### src/common/adc_defs.svh
`ifndef ADC_DEFS_SVH
`define ADC_DEFS_SVH

// Result and status word widths.
`define ADC_RES_BITS        16
`define ADC_STATUS_BITS     6

// Falling edges that end a chip-select readout, with and without the busy bit.
`define ADC_CS_FALLS        5'd16
`define ADC_CS_BUSY_FALLS   5'd17
`define ADC_CNT_W           5

// Conversion time in ns and the reference clock rate in MHz.
`define ADC_CONV_TIME_NS    300
`define ADC_REF_CLK_MHZ     100
`define ADC_CONV_CYCLES     ((`ADC_CONV_TIME_NS * `ADC_REF_CLK_MHZ + 999) / 1000)

// Reset values.
`define ADC_SDO_RST         1'b0
`define ADC_OE_N_RST        1'b1

`endif

### src/common/adc_pkg.sv
package adc_pkg;

  typedef enum logic {
    MODE_CS,
    MODE_DAISY
  } link_mode_t;

  typedef enum logic [2:0] {
    ST_IDLE,
    ST_CONV_CS,
    ST_CONV_DC,
    ST_ACQ_CS,
    ST_CS_RD,
    ST_DC_RD
  } state_t;

  typedef enum logic [1:0] {
    PIN_Z,
    PIN_LOW,
    PIN_DATA
  } sdo_drive_t;

endpackage

### src/common/conv_if.sv
`timescale 1ns/1ns
`default_nettype none

interface conv_if;
  logic start;
  logic busy;
  logic done;

  modport ctrl (
    output start,
    input  busy,
    input  done
  );

  modport timer (
    input  start,
    output busy,
    output done
  );
endinterface

`default_nettype wire

### src/design/pin_sync.sv
`timescale 1ns/1ns
`default_nettype none

module pin_sync #(
  parameter int unsigned WIDTH = 3
) (
  input  wire logic             ref_clk,
  input  wire logic             resetn,
  input  wire logic [WIDTH-1:0] din,
  output logic      [WIDTH-1:0] dout
);

  logic [WIDTH-1:0] meta_q;
  logic [WIDTH-1:0] meta_d;
  logic [WIDTH-1:0] sync_q;
  logic [WIDTH-1:0] sync_d;

  // The first stage feeds only the second stage.
  always_comb begin
    meta_d = din;
    sync_d = meta_q;
  end

  always_ff @(posedge ref_clk) begin
    if (!resetn) begin
      meta_q <= '0;
      sync_q <= '0;
    end else begin
      meta_q <= meta_d;
      sync_q <= sync_d;
    end
  end

  assign dout = sync_q;

endmodule

`default_nettype wire

### src/design/conv_timer.sv
`timescale 1ns/1ns
`default_nettype none

module conv_timer #(
  parameter int unsigned CONV_CYCLES = 30
) (
  input  wire logic ref_clk,
  input  wire logic resetn,
  conv_if.timer     port
);

  localparam int unsigned CW = $clog2(CONV_CYCLES + 1);
  localparam logic [CW-1:0] LOAD = CW'(CONV_CYCLES - 1);

  logic [CW-1:0] cnt_q;
  logic [CW-1:0] cnt_d;
  logic          busy_q;
  logic          busy_d;
  logic          done_q;
  logic          done_d;

  // A start while busy is ignored; a conversion runs to completion once begun.
  always_comb begin
    cnt_d  = cnt_q;
    busy_d = busy_q;
    done_d = 1'b0;
    if (busy_q) begin
      if (cnt_q == '0) begin
        busy_d = 1'b0;
        done_d = 1'b1;
      end else begin
        cnt_d = cnt_q - CW'(1);
      end
    end else if (port.start) begin
      busy_d = 1'b1;
      cnt_d  = LOAD;
    end
  end

  always_ff @(posedge ref_clk) begin
    if (!resetn) begin
      cnt_q  <= '0;
      busy_q <= 1'b0;
      done_q <= 1'b0;
    end else begin
      cnt_q  <= cnt_d;
      busy_q <= busy_d;
      done_q <= done_d;
    end
  end

  assign port.busy = busy_q;
  assign port.done = done_q;

endmodule

`default_nettype wire

### src/design/adc_serial.sv
// Function
// RULE_01: SDI high at convert strobe rise starts conversion in chip-select mode, SDO floats.
// RULE_02: Host holds convert strobe high through conversion and readback in chip-select mode.
// RULE_03: In chip-select mode SDI and convert strobe both low drive SDO low.
// RULE_04: Host lowers SDI before minimum conversion time and holds it for busy indication.
// RULE_05: Conversion ending with SDI low makes SDO switch from floating to driven.
// RULE_06: After busy bit, result shifts out MSB first, one bit per SCK fall.
// RULE_07: Busy readout floats SDO at seventeenth SCK fall or SDI high, first wins.
// RULE_08: SCK low at convert strobe rise starts conversion in daisy-chain mode, no busy.
// RULE_09: Host holds convert strobe high through conversion and readback in daisy-chain mode.
// RULE_10: Daisy-chain puts MSB on SDO at completion, shifts rest on SCK falls.
// RULE_11: Daisy-chain loads SDI into shift register input on each SCK rise.
// RULE_12: Host supplies sixteen clocks per converter to read an N-converter chain.
// RULE_13: Daisy-chain register writes need four wires, data on SDI, strobe low.
// RULE_14: Identical programming of all converters uses eight times N plus one clocks.
// RULE_15: Different contents: farthest first, eight fewer clocks per nearer converter.
// RULE_16: Daisy-chain offers no register readback, only result and optional status bits.
// RULE_17: With status enabled each converter appends six status bits after its result.
// RULE_18: Turbo mode is never in effect during daisy-chain operation.
// RULE_19: Bits received on SDI follow the own result bits out of SDO.
// RULE_20: Host keeps SCK quiet while a conversion is in progress.
`timescale 1ns/1ns
`default_nettype none
`include "adc_defs.svh"

module adc_serial #(
  parameter int unsigned CONV_CYCLES = `ADC_CONV_CYCLES
) (
  input  wire logic                        ref_clk,
  input  wire logic                        resetn,
  input  wire logic                        convert_strobe,
  input  wire logic                        sdi,
  input  wire logic                        sck,
  input  wire logic [`ADC_RES_BITS-1:0]    conv_result,
  input  wire logic [`ADC_STATUS_BITS-1:0] status_word,
  input  wire logic                        status_en,
  input  wire logic                        turbo_en,
  output logic                             sdo,
  output logic                             sdo_oe_n,
  output adc_pkg::link_mode_t              link_mode,
  output logic                             conv_busy,
  output logic                             turbo_active
);
  import adc_pkg::*;

  localparam int unsigned RES  = `ADC_RES_BITS;
  localparam int unsigned STW  = `ADC_STATUS_BITS;
  localparam int unsigned SH_W = RES + STW;
  localparam int unsigned CW   = `ADC_CNT_W;

  // The shift register holds result and status; without status only the low
  // RES bits carry data and the output tap moves down to match.
  function automatic logic [SH_W-1:0] load_word(input logic [RES-1:0] res,
                                                input logic [STW-1:0] st,
                                                input logic           wide);
    load_word = wide ? {res, st} : {{STW{1'b0}}, res};
  endfunction

  function automatic logic tap_bit(input logic [SH_W-1:0] s,
                                   input logic            wide);
    tap_bit = wide ? s[SH_W-1] : s[RES-1];
  endfunction

  // Pins arrive from the host domain and are synchronised before use.
  logic [2:0] pins_s;
  logic       cnv_s;
  logic       sdi_s;
  logic       sck_s;

  pin_sync #(
    .WIDTH (3)
  ) u_sync (
    .ref_clk (ref_clk),
    .resetn  (resetn),
    .din     ({convert_strobe, sdi, sck}),
    .dout    (pins_s)
  );

  assign cnv_s = pins_s[2];
  assign sdi_s = pins_s[1];
  assign sck_s = pins_s[0];

  // Previous synchronised levels for edge detection.
  logic [2:0] prev_q;
  logic [2:0] prev_d;
  logic [1:0] settle_q;
  logic [1:0] settle_d;
  logic       cnv_rise;
  logic       sdi_fall;
  logic       sck_rise;
  logic       sck_fall;

  // The synchroniser resets to zero, so SDI reads low until it has flushed.
  // Holding off the low drive for two cycles avoids driving SDO against a high SDI.
  always_comb begin
    prev_d   = pins_s;
    settle_d = {settle_q[0], 1'b1};
  end

  always_ff @(posedge ref_clk) begin
    if (!resetn) begin
      prev_q   <= '0;
      settle_q <= '0;
    end else begin
      prev_q   <= prev_d;
      settle_q <= settle_d;
    end
  end

  assign cnv_rise = cnv_s & ~prev_q[2];
  assign sdi_fall = ~sdi_s & prev_q[1];
  assign sck_rise = sck_s & ~prev_q[0];
  assign sck_fall = ~sck_s & prev_q[0];

  conv_if cif ();

  conv_timer #(
    .CONV_CYCLES (CONV_CYCLES)
  ) u_timer (
    .ref_clk (ref_clk),
    .resetn  (resetn),
    .port    (cif.timer)
  );

  // Readout state.
  state_t          state_q;
  state_t          state_d;
  link_mode_t      mode_q;
  link_mode_t      mode_d;
  logic [SH_W-1:0] sh_q;
  logic [SH_W-1:0] sh_d;
  logic [CW-1:0]   cnt_q;
  logic [CW-1:0]   cnt_d;
  logic [CW-1:0]   end_q;
  logic [CW-1:0]   end_d;
  logic            lead_q;
  logic            lead_d;
  logic            wide_q;
  logic            wide_d;
  logic            din_q;
  logic            din_d;
  logic            sdo_q;
  logic            sdo_d;
  logic            oe_n_q;
  logic            oe_n_d;
  logic            turbo_q;
  logic            turbo_d;
  logic            start;
  sdo_drive_t      drive;
  logic            both_low;

  assign both_low = ~sdi_s & ~cnv_s & settle_q[1]; // RULE_03

  always_comb begin
    state_d = state_q;
    mode_d  = mode_q;
    sh_d    = sh_q;
    cnt_d   = cnt_q;
    end_d   = end_q;
    lead_d  = lead_q;
    wide_d  = wide_q;
    din_d   = din_q;
    start   = 1'b0;
    drive   = PIN_Z;
    case (state_q)
      ST_IDLE, ST_ACQ_CS: begin
        drive = both_low ? PIN_LOW : PIN_Z; // RULE_03
        if (cnv_rise && sdi_s) begin
          start   = 1'b1; // RULE_01
          mode_d  = MODE_CS;
          state_d = ST_CONV_CS;
          drive   = PIN_Z;
        end else if (cnv_rise && !sck_s) begin
          start   = 1'b1; // RULE_08
          mode_d  = MODE_DAISY;
          state_d = ST_CONV_DC;
          drive   = PIN_Z;
        end else if (state_q == ST_ACQ_CS && sdi_fall && cnv_s) begin
          // Reading without busy bit: MSB appears as soon as SDI drops.
          sh_d    = load_word(conv_result, {STW{1'b0}}, 1'b1);
          wide_d  = 1'b1;
          lead_d  = 1'b0;
          cnt_d   = '0;
          end_d   = `ADC_CS_FALLS;
          state_d = ST_CS_RD;
          drive   = PIN_DATA;
        end
      end
      ST_CONV_CS: begin
        // SCK edges are not looked at while converting.
        if (cif.done) begin // RULE_20
          if (!sdi_s) begin
            sh_d    = load_word(conv_result, {STW{1'b0}}, 1'b1);
            wide_d  = 1'b1;
            lead_d  = 1'b1; // RULE_05
            cnt_d   = '0;
            end_d   = `ADC_CS_BUSY_FALLS;
            state_d = ST_CS_RD;
            drive   = PIN_DATA;
          end else begin
            state_d = ST_ACQ_CS;
          end
        end
      end
      ST_CS_RD: begin
        drive = PIN_DATA;
        if (sdi_s) begin
          state_d = ST_IDLE; // RULE_07
          drive   = PIN_Z;
        end else if (sck_fall) begin
          cnt_d = cnt_q + CW'(1);
          if (lead_q) begin
            lead_d = 1'b0; // RULE_06
          end else begin
            sh_d = {sh_q[SH_W-2:0], 1'b0}; // RULE_06
          end
          if (cnt_d == end_q) begin
            state_d = ST_IDLE; // RULE_07
            drive   = PIN_Z;
          end
        end
      end
      ST_CONV_DC: begin
        if (cif.done) begin // RULE_20
          sh_d    = load_word(conv_result, status_word, status_en); // RULE_16 RULE_17
          wide_d  = status_en; // RULE_17
          lead_d  = 1'b0;
          din_d   = 1'b0;
          state_d = ST_DC_RD;
          drive   = PIN_DATA; // RULE_10
        end
      end
      ST_DC_RD: begin
        drive = PIN_DATA;
        if (!cnv_s) begin
          // The frame ends with the strobe; register writes are not decoded here.
          state_d = ST_IDLE;
          drive   = both_low ? PIN_LOW : PIN_Z;
        end else begin
          if (sck_rise) begin
            din_d = sdi_s; // RULE_11
          end
          if (sck_fall) begin
            sh_d = {sh_q[SH_W-2:0], din_q}; // RULE_10 RULE_19
          end
        end
      end
      default: begin
        state_d = ST_IDLE;
      end
    endcase
    case (drive)
      PIN_DATA: begin
        sdo_d  = lead_d ? 1'b0 : tap_bit(sh_d, wide_d);
        oe_n_d = 1'b0;
      end
      PIN_LOW: begin
        sdo_d  = 1'b0;
        oe_n_d = 1'b0;
      end
      default: begin
        sdo_d  = `ADC_SDO_RST;
        oe_n_d = `ADC_OE_N_RST;
      end
    endcase
    turbo_d = turbo_en & (mode_d != MODE_DAISY); // RULE_18
  end

  assign cif.start = start;

  always_ff @(posedge ref_clk) begin
    if (!resetn) begin
      state_q <= ST_IDLE;
      mode_q  <= MODE_CS;
      sh_q    <= '0;
      cnt_q   <= '0;
      end_q   <= '0;
      lead_q  <= 1'b0;
      wide_q  <= 1'b1;
      din_q   <= 1'b0;
      sdo_q   <= `ADC_SDO_RST;
      oe_n_q  <= `ADC_OE_N_RST;
      turbo_q <= 1'b0;
    end else begin
      state_q <= state_d;
      mode_q  <= mode_d;
      sh_q    <= sh_d;
      cnt_q   <= cnt_d;
      end_q   <= end_d;
      lead_q  <= lead_d;
      wide_q  <= wide_d;
      din_q   <= din_d;
      sdo_q   <= sdo_d;
      oe_n_q  <= oe_n_d;
      turbo_q <= turbo_d;
    end
  end

  assign sdo          = sdo_q;
  assign sdo_oe_n     = oe_n_q;
  assign link_mode    = mode_q;
  assign conv_busy    = cif.busy;
  assign turbo_active = turbo_q;

endmodule

`default_nettype wire

### config.mk
export PLATFORM = sky130hd
export DESIGN_NAME = adc_serial
export DESIGN_NICKNAME = d
export VERILOG_FILES = /design/src/common/adc_pkg.sv /design/src/common/conv_if.sv /design/src/design/pin_sync.sv /design/src/design/conv_timer.sv /design/src/design/adc_serial.sv
export VERILOG_INCLUDE_DIRS = /design/src /design/src/common
export SDC_FILE = /design/constraint.sdc
export NUM_CORES = 1
export LEC_CHECK = 0
export BUFFER_PORTS_ARGS = -buffer_cell sky130_fd_sc_hd__buf_4
export CORE_AREA = 2 2 83 85
export CTS_CLUSTER_DIAMETER = 60
export DETAILED_ROUTE_END_ITERATION = 6
export DIE_AREA = 0 0 85 87
export GPL_ROUTABILITY_DRIVEN = 0
export PLACE_DENSITY_LB_ADDON = 0.3
export SYNTH_ARGS = -nofsm -noshare
export SYNTH_HDL_FRONTEND = slang
export SYNTH_SLANG_ARGS = --single-unit
### constraint.sdc
create_clock -name ref_clk -period 3.1 [get_ports ref_clk]
set_input_delay 0.465 -clock ref_clk [delete_from_list [all_inputs] [get_ports ref_clk]]
set_output_delay 0.465 -clock ref_clk [all_outputs]
set_load 0.01 [all_outputs]
==> impl_metrics.py, run 1 <==
metrics = {
    "clocking": {
        "cts.clk_slew.worst_paths_ns": 0.06,
        "numCtsBuffers": 9,
        "root_buffer": "clkbuf_8",
        "insertion_delay_ns": 0.33,
        "cts_resized": 0,
        "clock_path_buffers": 2,
        "tritoncts": "yes",
        "cts_htree_levels": 3,
        "cts_setup_buffers": 0,
        "clkSinkCount": 57,
        "cts_hold_buffers": 0,
    },
    "routing": {
        "routedWlPerCell_um": 15.4,
        "routed_wl_um": 6550,
        "drtIter0Drc": 228,
        "vias": 2449,
        "post-route-drc-count": 0,
        "dr.pass1.iters": 7,
        "vias_per_cell": 5.76,
        "ant_nets": 0,
    },
    "job": {
        "drv_cap": 0,
    },
    "floorplan": {
        "die_h_um": 87,
        "dieArea_um2": 7400,
        "ios": 34,
        "die_w_um": 85,
        "coreArea_um2": 6570,
        "initial_core_util": 0.429,
        "rows": 30,
    },
    "timing": {
        "rsz0062_at_grt": "no",
        "max_freq_mhz": 391,
        "slew_violations": 0,
        "finClkSkew_ns": 0.00498,
        "fin_ws_ns": 0.540,
        "max-slew-margin-rel": 0.489,
        "fin_crit_sh": 0.826,
        "finalSetupTns_ns": 0,
        "setup_viol": 0,
        "hold_viol": 0,
        "period_needed_ns": 2.56,
        "tightest_slew_ns": 0.764,
    },
    "synthesis": {
        "yosysSeqAreaShare": 0.405,
        "syn_nets": 348,
        "yosysTopAreaCell": "dfxtp_1",
        "synthSimpleGateAreaFrac": 0.228,
        "yosys_warnings": 0,
        "synth_xor_area_frac": 0.0280,
        "synth_fa_ha_area_frac": 0.0178,
        "synthTopCellsByArea": "dfxtp_1, a222oi_1, a21oi_1",
        "synth-compound-area-share": 0.219,
        "synth.distinct_cells": 62,
        "synth_top_family_by_area": "simple AND/OR/NAND/NOR gates",
        "synth_edf_count": 0,
        "synthesis.area_um2": 2820,
        "synthFlopType": "dfxtp_1",
        "syn_inst": 315,
        "synth.avg_cell_area_um2": 8.95,
        "synth-seq-cells": 57,
        "synthMuxAreaShare": 0.0422,
        "ys_async_sr_fraction": 0,
        "synth_top_cell_area_share": 0.405,
    },
    "power": {
        "ir_drop_uv": 406,
        "power.total_mw": 1.70,
        "leakage_nw": 1.29,
        "power.density_nw_per_um2": 515,
    },
    "grt": {
        "grt.total_usage": 0.185,
        "grt_max_degree": 25,
        "grt_pass1_vias": 2212,
        "grt.overflow.total": 0,
        "grt_pass1_wl_um": 10800,
        "antenna_found_initial": 0,
    },
    "setup_path": {
        "r2r_end": "sdo$_SDFF_PP0_",
        "worstRegToRegCells": 8,
        "worst_setup_path_start_kind": "flop",
        "arrival_ns": 2.80,
        "cp_max_fo": 22,
        "regToRegStartpoint": "state_q[1]$_SDFFE_PN0P_",
        "regToRegSetupSlack_ns": 0.54,
        "required_ns": 3.34,
        "path_class": "reg2reg",
        "end_kind": "flop",
    },
    "place": {
        "place_ws_ns": 0.591,
        "io_buffers": 33,
        "place_hpwl_um": 4590,
        "dp.cells": 409,
    },
    "final_layout": {
        "fin_util": 0.504,
        "num-fill-cells": 590,
        "layout_commonest_cell": "dfxtp_1",
        "diodes": 0,
        "mostFrequentLayoutCells": "dfxtp_1, buf_4, nor2_1",
        "final_cells": 425,
        "drive_gt1_frac": 0.212,
        "syn_to_final_growth_pct": 17.5,
        "fin_nets": 373,
    },
    "hold_path": {
        "whs_path_depth": 2,
        "worst_hold_path_type": "in2reg",
        "min_from": "sck",
        "min_to": "u_sync.meta_q[0]$_SDFF_PN0_",
    },
    "outcome": {
        "status": "completed",
    },
}
kinds of logic (layout without fill, tap and decap cells):
kind of cell             count (synthesis)  after routing
flip-flops                              57             57
multiplexers                            11             11
AO/OA/AOI/OAI                           81             81
AND/OR/NAND/NOR                        117            117
XOR/XNOR                                 9              9
adder cells (fa/ha/maj)                  4              4
buffers and inverters                   36             66
how the worst max path moves through the flow:
stage	start	to	slack, ns	cells after the start
5_1_grt	state_q[1]$_SDFFE_PN0P_	sdo$_SDFF_PP0_	0.34	8
3_3_place_gp	state_q[1]$_SDFFE_PN0P_	sdo$_SDFF_PP0_	0.68	8
6_report	state_q[1]$_SDFFE_PN0P_	sdo$_SDFF_PP0_	0.54	8
4_1_cts	state_q[1]$_SDFFE_PN0P_	sdo$_SDFF_PP0_	0.55	8
2_1_floorplan	cnt_q[0]$_SDFFE_PN0P_	sdo_oe_n$_SDFF_PN1_	0.89	8
3_5_place_dp	state_q[1]$_SDFFE_PN0P_	sdo$_SDFF_PP0_	0.59	8
registers in the layout (all words and copies together) (netlist names), 2 cells and up:
register,count
state_q,3
cnt_q,5
u_timer.cnt_q,5
prev_q,3
u_sync.dout,3
end_q,2
u_sync.meta_q,3
sh_q,22
settle_q,2
stage by stage:
stage               cell area, um^2  hold WS, ns
finish                         3310        0.338
global route                   3310        0.325
CTS                            3310        0.324
detailed placement             3080        0.419
global placement               3080        0.414
floorplan                      2820        0.412
metal layers:
layer / up-vias / global-route usage / routed length (um)
met5: - / 0 / 0
met4: 0 / 0.0938 / 150
met3: 16 / 0.0436 / 331
met2: 75 / 0.265 / 2870
met1: 1136 / 0.260 / 3200
li1: 1222 / - / -
layout make-up:
class / instances / area, um^2 / share of cell area
well taps: 80 / 100 / 0.0302
repair buffers: 39 / 293 / 0.0884
clock buffers: 11 / 151 / 0.0457
inverters: 11 / 41.3 / 0.0125
flip-flops and latches: 57 / 1140 / 0.345
clock inverters: 5 / 77.6 / 0.0234
multi-input cells: 222 / 1510 / 0.455
critical path, stage by stage (launching register included):
cell	delay, ns
dfxtp_1	0.53
or3b_2	0.65
a311o_1	0.39
nand2_1	0.10
or4_1	0.13
ha_1	0.13
nand2_1	0.05
a211o_1	0.26
a211oi_1	0.23
power breakdown:
part	switching [mW]	internal (mW)	leakage (nW)
Combinational	0.0813	0.0751	0.716
Sequential	0.0154	0.749	0.463
Clock	0.290	0.493	0.115
cell usage after synthesis (3+ instances only):
cell,number
and3_1,3
ha_1,4
buf_6,3
nor3_1,5
o31ai_1,3
clkbuf_1,12
nand2b_1,8
buf_2,7
dfxtp_1,57
or3_1,6
o21ai_0,8
a222oi_1,21
mux2_2,7
nor2_1,31
and2_1,10
xor2_1,4
xnor2_1,5
nand3_1,7
mux2i_1,4
or4_1,3
inv_1,11
nand2_1,23
a21oi_1,25
Power figures use the tool's default switching activity.
==> inputs of run 2 (changes only) <==
ABC_AREA = 1   (was not set)
CORE_AREA = 2 2 86 88   (was 2 2 83 85)
DIE_AREA = 0 0 88 90   (was 0 0 85 87)
clock period = 2.2 ns   (was 3.1 ns; I/O delays follow)
==> impl_metrics.py, run 2 <==
metrics = {
    "place": {
        "io_buffers": 33,
        "place_area_um2": 3410,
        "place_hpwl_um": 5520,
        "dp.cells": 574,
        "place_ws_ns": 0.218,
    },
    "setup_path": {
        "cp_max_fo": 4,
        "cp_slowest_stage_delay_ns": 0.38,
        "cp_slowest_cell": "dfxtp_1",
        "path_class": "reg2reg",
        "regToRegSetupSlack_ns": 0.22,
        "arrival_ns": 2.21,
        "crit_chain": "ha_1 -> inv_1 -> nand2_1 -> nor2_1 -> nand2_1 -> nor2_1 -> nand3_1 -> nand2_1 -> nand4_1 -> ha_1 -> or2_2",
        "required_ns": 2.42,
        "worst_setup_path_start_kind": "flop",
        "end_kind": "flop",
        "cpMostUsedCell": "nand2_1",
    },
    "routing": {
        "dr.pass1.iters": 5,
        "routed_wl_um": 7610,
        "post-route-drc-count": 0,
        "drtIter0Drc": 172,
        "ant_nets": 0,
        "routedWlPerCell_um": 12.9,
        "vias": 2974,
        "vias_per_cell": 5.05,
    },
    "final_layout": {
        "reg.largest.list": "sh_q (22), cnt_q (5), u_timer.cnt_q (5)",
        "postLayoutCellArea_um2": 3600,
        "fin_nets": 519,
        "largest_reg_flops": 22,
        "drive_gt1_frac": 0.202,
        "mostFrequentLayoutCells": "nand2_1, dfxtp_1, nor2_1",
        "diodes": 0,
        "regMostFlops": "sh_q",
        "syn_to_final_growth_pct": 16.3,
        "layout_commonest_cell": "nand2_1",
        "final_cells": 589,
    },
    "clocking": {
        "insertion_delay_ns": 0.33,
        "tritoncts": "yes",
        "root_buffer": "clkbuf_8",
        "numCtsBuffers": 9,
        "clkSinkCount": 57,
        "clock_path_buffers": 2,
        "cts_hold_buffers": 0,
        "cts.clk_slew.worst_paths_ns": 0.07,
        "cts_setup_buffers": 0,
        "cts_resized": 0,
        "cts_htree_levels": 3,
    },
    "power": {
        "power_frac_comb": 0.275,
        "p_sw_mw": 1.04,
        "ir_drop_uv": 478,
        "p_sw_frac": 0.342,
        "internal_power_mw": 1.99,
        "power.density_nw_per_um2": 841,
        "p_seq_frac": 0.404,
        "power.total_mw": 3.03,
        "clkPwrFrac": 0.321,
        "leakage_nw": 1.67,
    },
    "synthesis": {
        "synthMuxAreaShare": 0,
        "synthesis.area_um2": 3100,
        "synth_top_family_by_area": "simple AND/OR/NAND/NOR gates",
        "yosys_warnings": 0,
        "synth.distinct_cells": 34,
        "syn_inst": 451,
        "synth_fa_ha_area_frac": 0.0162,
        "synth-seq-cells": 57,
        "syn_nets": 484,
        "yosysSeqAreaShare": 0.368,
        "synthTopCellsByArea": "dfxtp_1, nand2_1, nor2_1",
        "synth-compound-area-share": 0.147,
        "synthSimpleGateAreaFrac": 0.355,
        "synth_edf_count": 0,
        "synth.avg_cell_area_um2": 6.87,
        "ys_async_sr_fraction": 0,
        "synthFlopType": "dfxtp_1",
        "yosysMostFrequentCell": "nand2_1",
        "synth_common_cells": "nand2_1, dfxtp_1, nor2_1",
        "yosysTopAreaCell": "dfxtp_1",
        "synth_top_cell_area_share": 0.368,
        "synth_xor_area_frac": 0.00566,
    },
    "timing": {
        "rsz0062_at_grt": "no",
        "tightest_slew_ns": 0.438,
        "hold_viol": 0,
        "max_freq_mhz": 505,
        "finClkSkew_ns": 0.0101,
        "slew_violations": 0,
        "finalSetupTns_ns": 0,
        "period_needed_ns": 1.98,
        "fin_crit_sh": 0.901,
        "fin_ws_ns": 0.219,
        "max-slew-margin-rel": 0.708,
        "setup_viol": 0,
    },
    "grt": {
        "grt_max_degree": 35,
        "antenna_found_initial": 0,
        "grt_pass1_wl_um": 12700,
        "grt_pass1_vias": 2743,
        "grt.overflow.total": 0,
        "grt.total_usage": 0.202,
    },
    "floorplan": {
        "initial_core_util": 0.441,
        "ios": 34,
        "die_h_um": 90,
        "dieArea_um2": 7920,
        "rows": 31,
        "coreArea_um2": 7020,
        "die_w_um": 88,
    },
    "job": {
        "drv_cap": 0,
    },
    "outcome": {
        "status": "completed",
    },
    "hold_path": {
        "worst_hold_path_type": "in2reg",
    },
}
run 2: through the flow:
stage / hold WS (ns) / utilization
after floorplan: 0.358 / -
after global placement: 0.394 / 0.485
after detailed placement: 0.395 / 0.485
after CTS: 0.169 / 0.513
after global routing: 0.172 / 0.513
final: 0.180 / 0.513
run 2: logic make-up after synthesis:
| group | after synthesis |
|---|---|
| AO/OA/AOI/OAI | 72 |
| XOR/XNOR | 2 |
| adder cells (fa/ha/maj) | 4 |
| buffers and inverters | 72 |
| flip-flops | 57 |
| AND/OR/NAND/NOR | 244 |
run 2: routing by layer:
layer | routed length, um | global-route usage
met4 | 202 | 0.103
met5 | 0 | 0
met1 | 3450 | 0.266
met3 | 405 | 0.0349
met2 | 3550 | 0.314
run 2: layout make-up:
cell class              count  area [um^2]
inverters                  54          203
clock buffers              10          138
flip-flops and latches     57         1140
clock inverters             5         56.3
multi-input cells         322         1620
fillers                   709         3420
well taps                  99          124
repair buffers             42          315
run 2: path summary, 6_finish.rpt:
path / startpoint / endpoint / cells after the start
setup / recovery: cnt_q[1]$_SDFFE_PN0P_ / sdo_oe_n$_SDFF_PN1_ / 11
hold / removal: sdi / u_sync.meta_q[1]$_SDFF_PN0_ / 3
setup reg to reg: cnt_q[1]$_SDFFE_PN0P_ / sdo_oe_n$_SDFF_PN1_ / 11
hold reg to reg: u_sync.meta_q[2]$_SDFF_PN0_ / u_sync.dout[2]$_SDFF_PN0_ / 2
run 2: power groups by stage:
stage                     clock network [mW]  registers (mW)  logic, mW
after floorplan                            0            1.21      0.716
after global placement                     0            1.24      0.816
after detailed placement                   0            1.24      0.832
after CTS                              0.985            1.22      0.836
after global routing                    1.04            1.24      0.944
final                                  0.971            1.22      0.834
run 2: critical path, delay by kind of cell (launching register included):
kind | cells | cell delay, ns
fa+ha+maj | 2 | 0.56
buf+inv | 1 | 0.06
flops | 1 | 0.38
simple gates | 8 | 0.88
==> inputs of run 3 (changes only) <==
==> constraint.sdc (replaced) <==
create_clock -name ref_clk -period 2.2 [get_ports ref_clk]
set_input_delay 0.66 -clock ref_clk [delete_from_list [all_inputs] [get_ports ref_clk]]
set_output_delay 0.66 -clock ref_clk [all_outputs]
set_load 0.01 [all_outputs]
==> impl_metrics.py, run 3 (synthesized netlist as in run 2, its figures left out) <==
metrics = {
    "power": {
        "p_sw_frac": 0.336,
        "power.density_nw_per_um2": 864,
        "leakage_nw": 1.68,
        "p_seq_frac": 0.390,
        "clkPwrFrac": 0.343,
        "power_frac_comb": 0.267,
        "p_sw_mw": 1.05,
        "ir_drop_uv": 526,
        "internal_power_mw": 2.08,
    },
    "routing": {
        "drtIter0Drc": 202,
        "routed_wl_um": 7550,
        "routedWlPerCell_um": 12.8,
        "vias": 3008,
        "post-route-drc-count": 0,
        "ant_nets": 0,
        "dr.pass1.iters": 5,
        "vias_per_cell": 5.09,
    },
    "clocking": {
        "cts_setup_buffers": 0,
        "insertion_delay_ns": 0.34,
        "cts.clk_slew.worst_paths_ns": 0.06,
        "cts_hold_buffers": 0,
        "tritoncts": "yes",
        "clock_path_buffers": 2,
        "clkSinkCount": 57,
        "cts_resized": 0,
        "root_buffer": "clkbuf_8",
        "cts_htree_levels": 3,
        "numCtsBuffers": 9,
    },
    "grt": {
        "grt_pass1_vias": 2718,
        "antenna_found_initial": 0,
        "grt.overflow.total": 0,
        "grt_pass1_wl_um": 12500,
        "grt.total_usage": 0.200,
        "grt_max_degree": 34,
    },
    "final_layout": {
        "layout_commonest_cell": "nand2_1",
        "fin_nets": 520,
        "drive_gt1_frac": 0.205,
        "diodes": 0,
        "num-fill-cells": 727,
        "mostFrequentLayoutCells": "nand2_1, dfxtp_1, nor2_1",
        "final_cells": 591,
        "multi_input_area_um2": 1620,
        "seqCellArea_um2": 1140,
        "syn_to_final_growth_pct": 17.3,
        "regMostFlops": "sh_q",
        "reg.largest.list": "sh_q (22), cnt_q (5), u_timer.cnt_q (5)",
        "largest_reg_flops": 22,
    },
    "timing": {
        "hold_viol": 0,
        "fin_crit_sh": 0.911,
        "slew_violations": 0,
        "finalSetupTns_ns": 0,
        "tightest_slew_ns": 0.553,
        "finClkSkew_ns": 0.00799,
        "rsz0062_at_grt": "no",
        "setup_viol": 0,
        "max_freq_mhz": 499,
        "max-slew-margin-rel": 0.631,
        "period_needed_ns": 2.00,
    },
    "floorplan": {
        "rows": 31,
        "coreArea_um2": 7020,
        "initial_core_util": 0.441,
        "die_w_um": 88,
        "dieArea_um2": 7920,
        "ios": 34,
        "die_h_um": 90,
    },
    "hold_path": {
        "worst_hold_path_type": "reg2reg",
    },
    "job": {
        "drv_cap": 0,
    },
    "setup_path": {
        "path_class": "reg2reg",
        "cp_slowest_stage_delay_ns": 0.49,
        "arrival_ns": 2.23,
        "cp_slowest_cell": "dfxtp_1",
        "crit_chain": "inv_1 -> nor3_1 -> a21oi_1 -> nand4_1 -> ha_1 -> or2_2",
        "required_ns": 2.42,
        "worst_setup_path_start_kind": "flop",
        "end_kind": "flop",
        "crit_buf_inv": 1,
        "cp_max_fo": 7,
        "cp_top_family": "simple AND/OR/NAND/NOR gates",
    },
    "place": {
        "place_hpwl_um": 5550,
        "io_buffers": 33,
        "dp.cells": 575,
    },
    "outcome": {
        "status": "completed",
    },
}
run 3: cell types whose count changed in the layout (fill, tap and decap cells not counted), sizes merged:
| cell | previous run | this run |
|---|---|---|
| buf | 42 | 43 |
| bufinv | 1 | 2 |
| clkbuf | 10 | 9 |
| clkinv | 3 | 2 |
| clkinvlp | 1 | 2 |
| inv | 54 | 55 |
run 3: per-layer routing:
layer	up-vias	GRT usage	part of all wire
met5	-	0	0
met4	0	0.0769	0.019
met3	16	0.0404	0.049
met2	88	0.321	0.48
met1	1378	0.260	0.45
li1	1526	-	-
run 3: cell type report:
class | instances | share of cell area
inverter | 54 | 0.0558
multi-input combinational | 322 | 0.447
clock inverter | 7 | 0.0258
clock buffer | 9 | 0.0341
tap | 99 | 0.0341
timing repair buffer | 43 | 0.0889
sequential | 57 | 0.314
run 3: path summary, 6_finish.rpt:
path                             start                     end  slack [ns]  depth (start not counted)
max          u_sync.dout[2]$_SDFF_PN0_     sdo_oe_n$_SDFF_PN1_        0.20                          6
min                settle_q[0]$_DFF_P_  settle_q[1]$_SDFF_PN0_        0.41                          2
max reg2reg  u_sync.dout[2]$_SDFF_PN0_     sdo_oe_n$_SDFF_PN1_        0.20                          6
min reg2reg        settle_q[0]$_DFF_P_  settle_q[1]$_SDFF_PN0_        0.41                          2
run 3: per-stage QoR:
step	instance area (um^2)	power [mW]	hold slack (ns)	util	worst slack, ns
2_1_floorplan	3100	1.93	0.390	-	0.308
3_3_place_gp	3410	2.06	0.396	0.486	0.256
3_5_place_dp	3410	2.08	0.400	0.486	0.239
4_1_cts	3630	3.16	0.415	0.517	0.225
5_1_grt	3630	3.33	0.435	0.517	0.0238
6_report	3630	3.14	0.413	0.517	0.196
run 3: tightest hold or removal path: stages, from the launching register on:
cell and delay, ns:
dfxtp_1 0.31, nand2_1 0.04, inv_1 0.04
run 3: power groups by stage:
stage / sequential [mW] / clock, mW / combinational [mW]
after floorplan: 1.21 / 0 / 0.716
after global placement: 1.24 / 0 / 0.817
after detailed placement: 1.24 / 0 / 0.832
after CTS: 1.22 / 1.10 / 0.837
after global routing: 1.24 / 1.14 / 0.943
final: 1.22 / 1.08 / 0.838
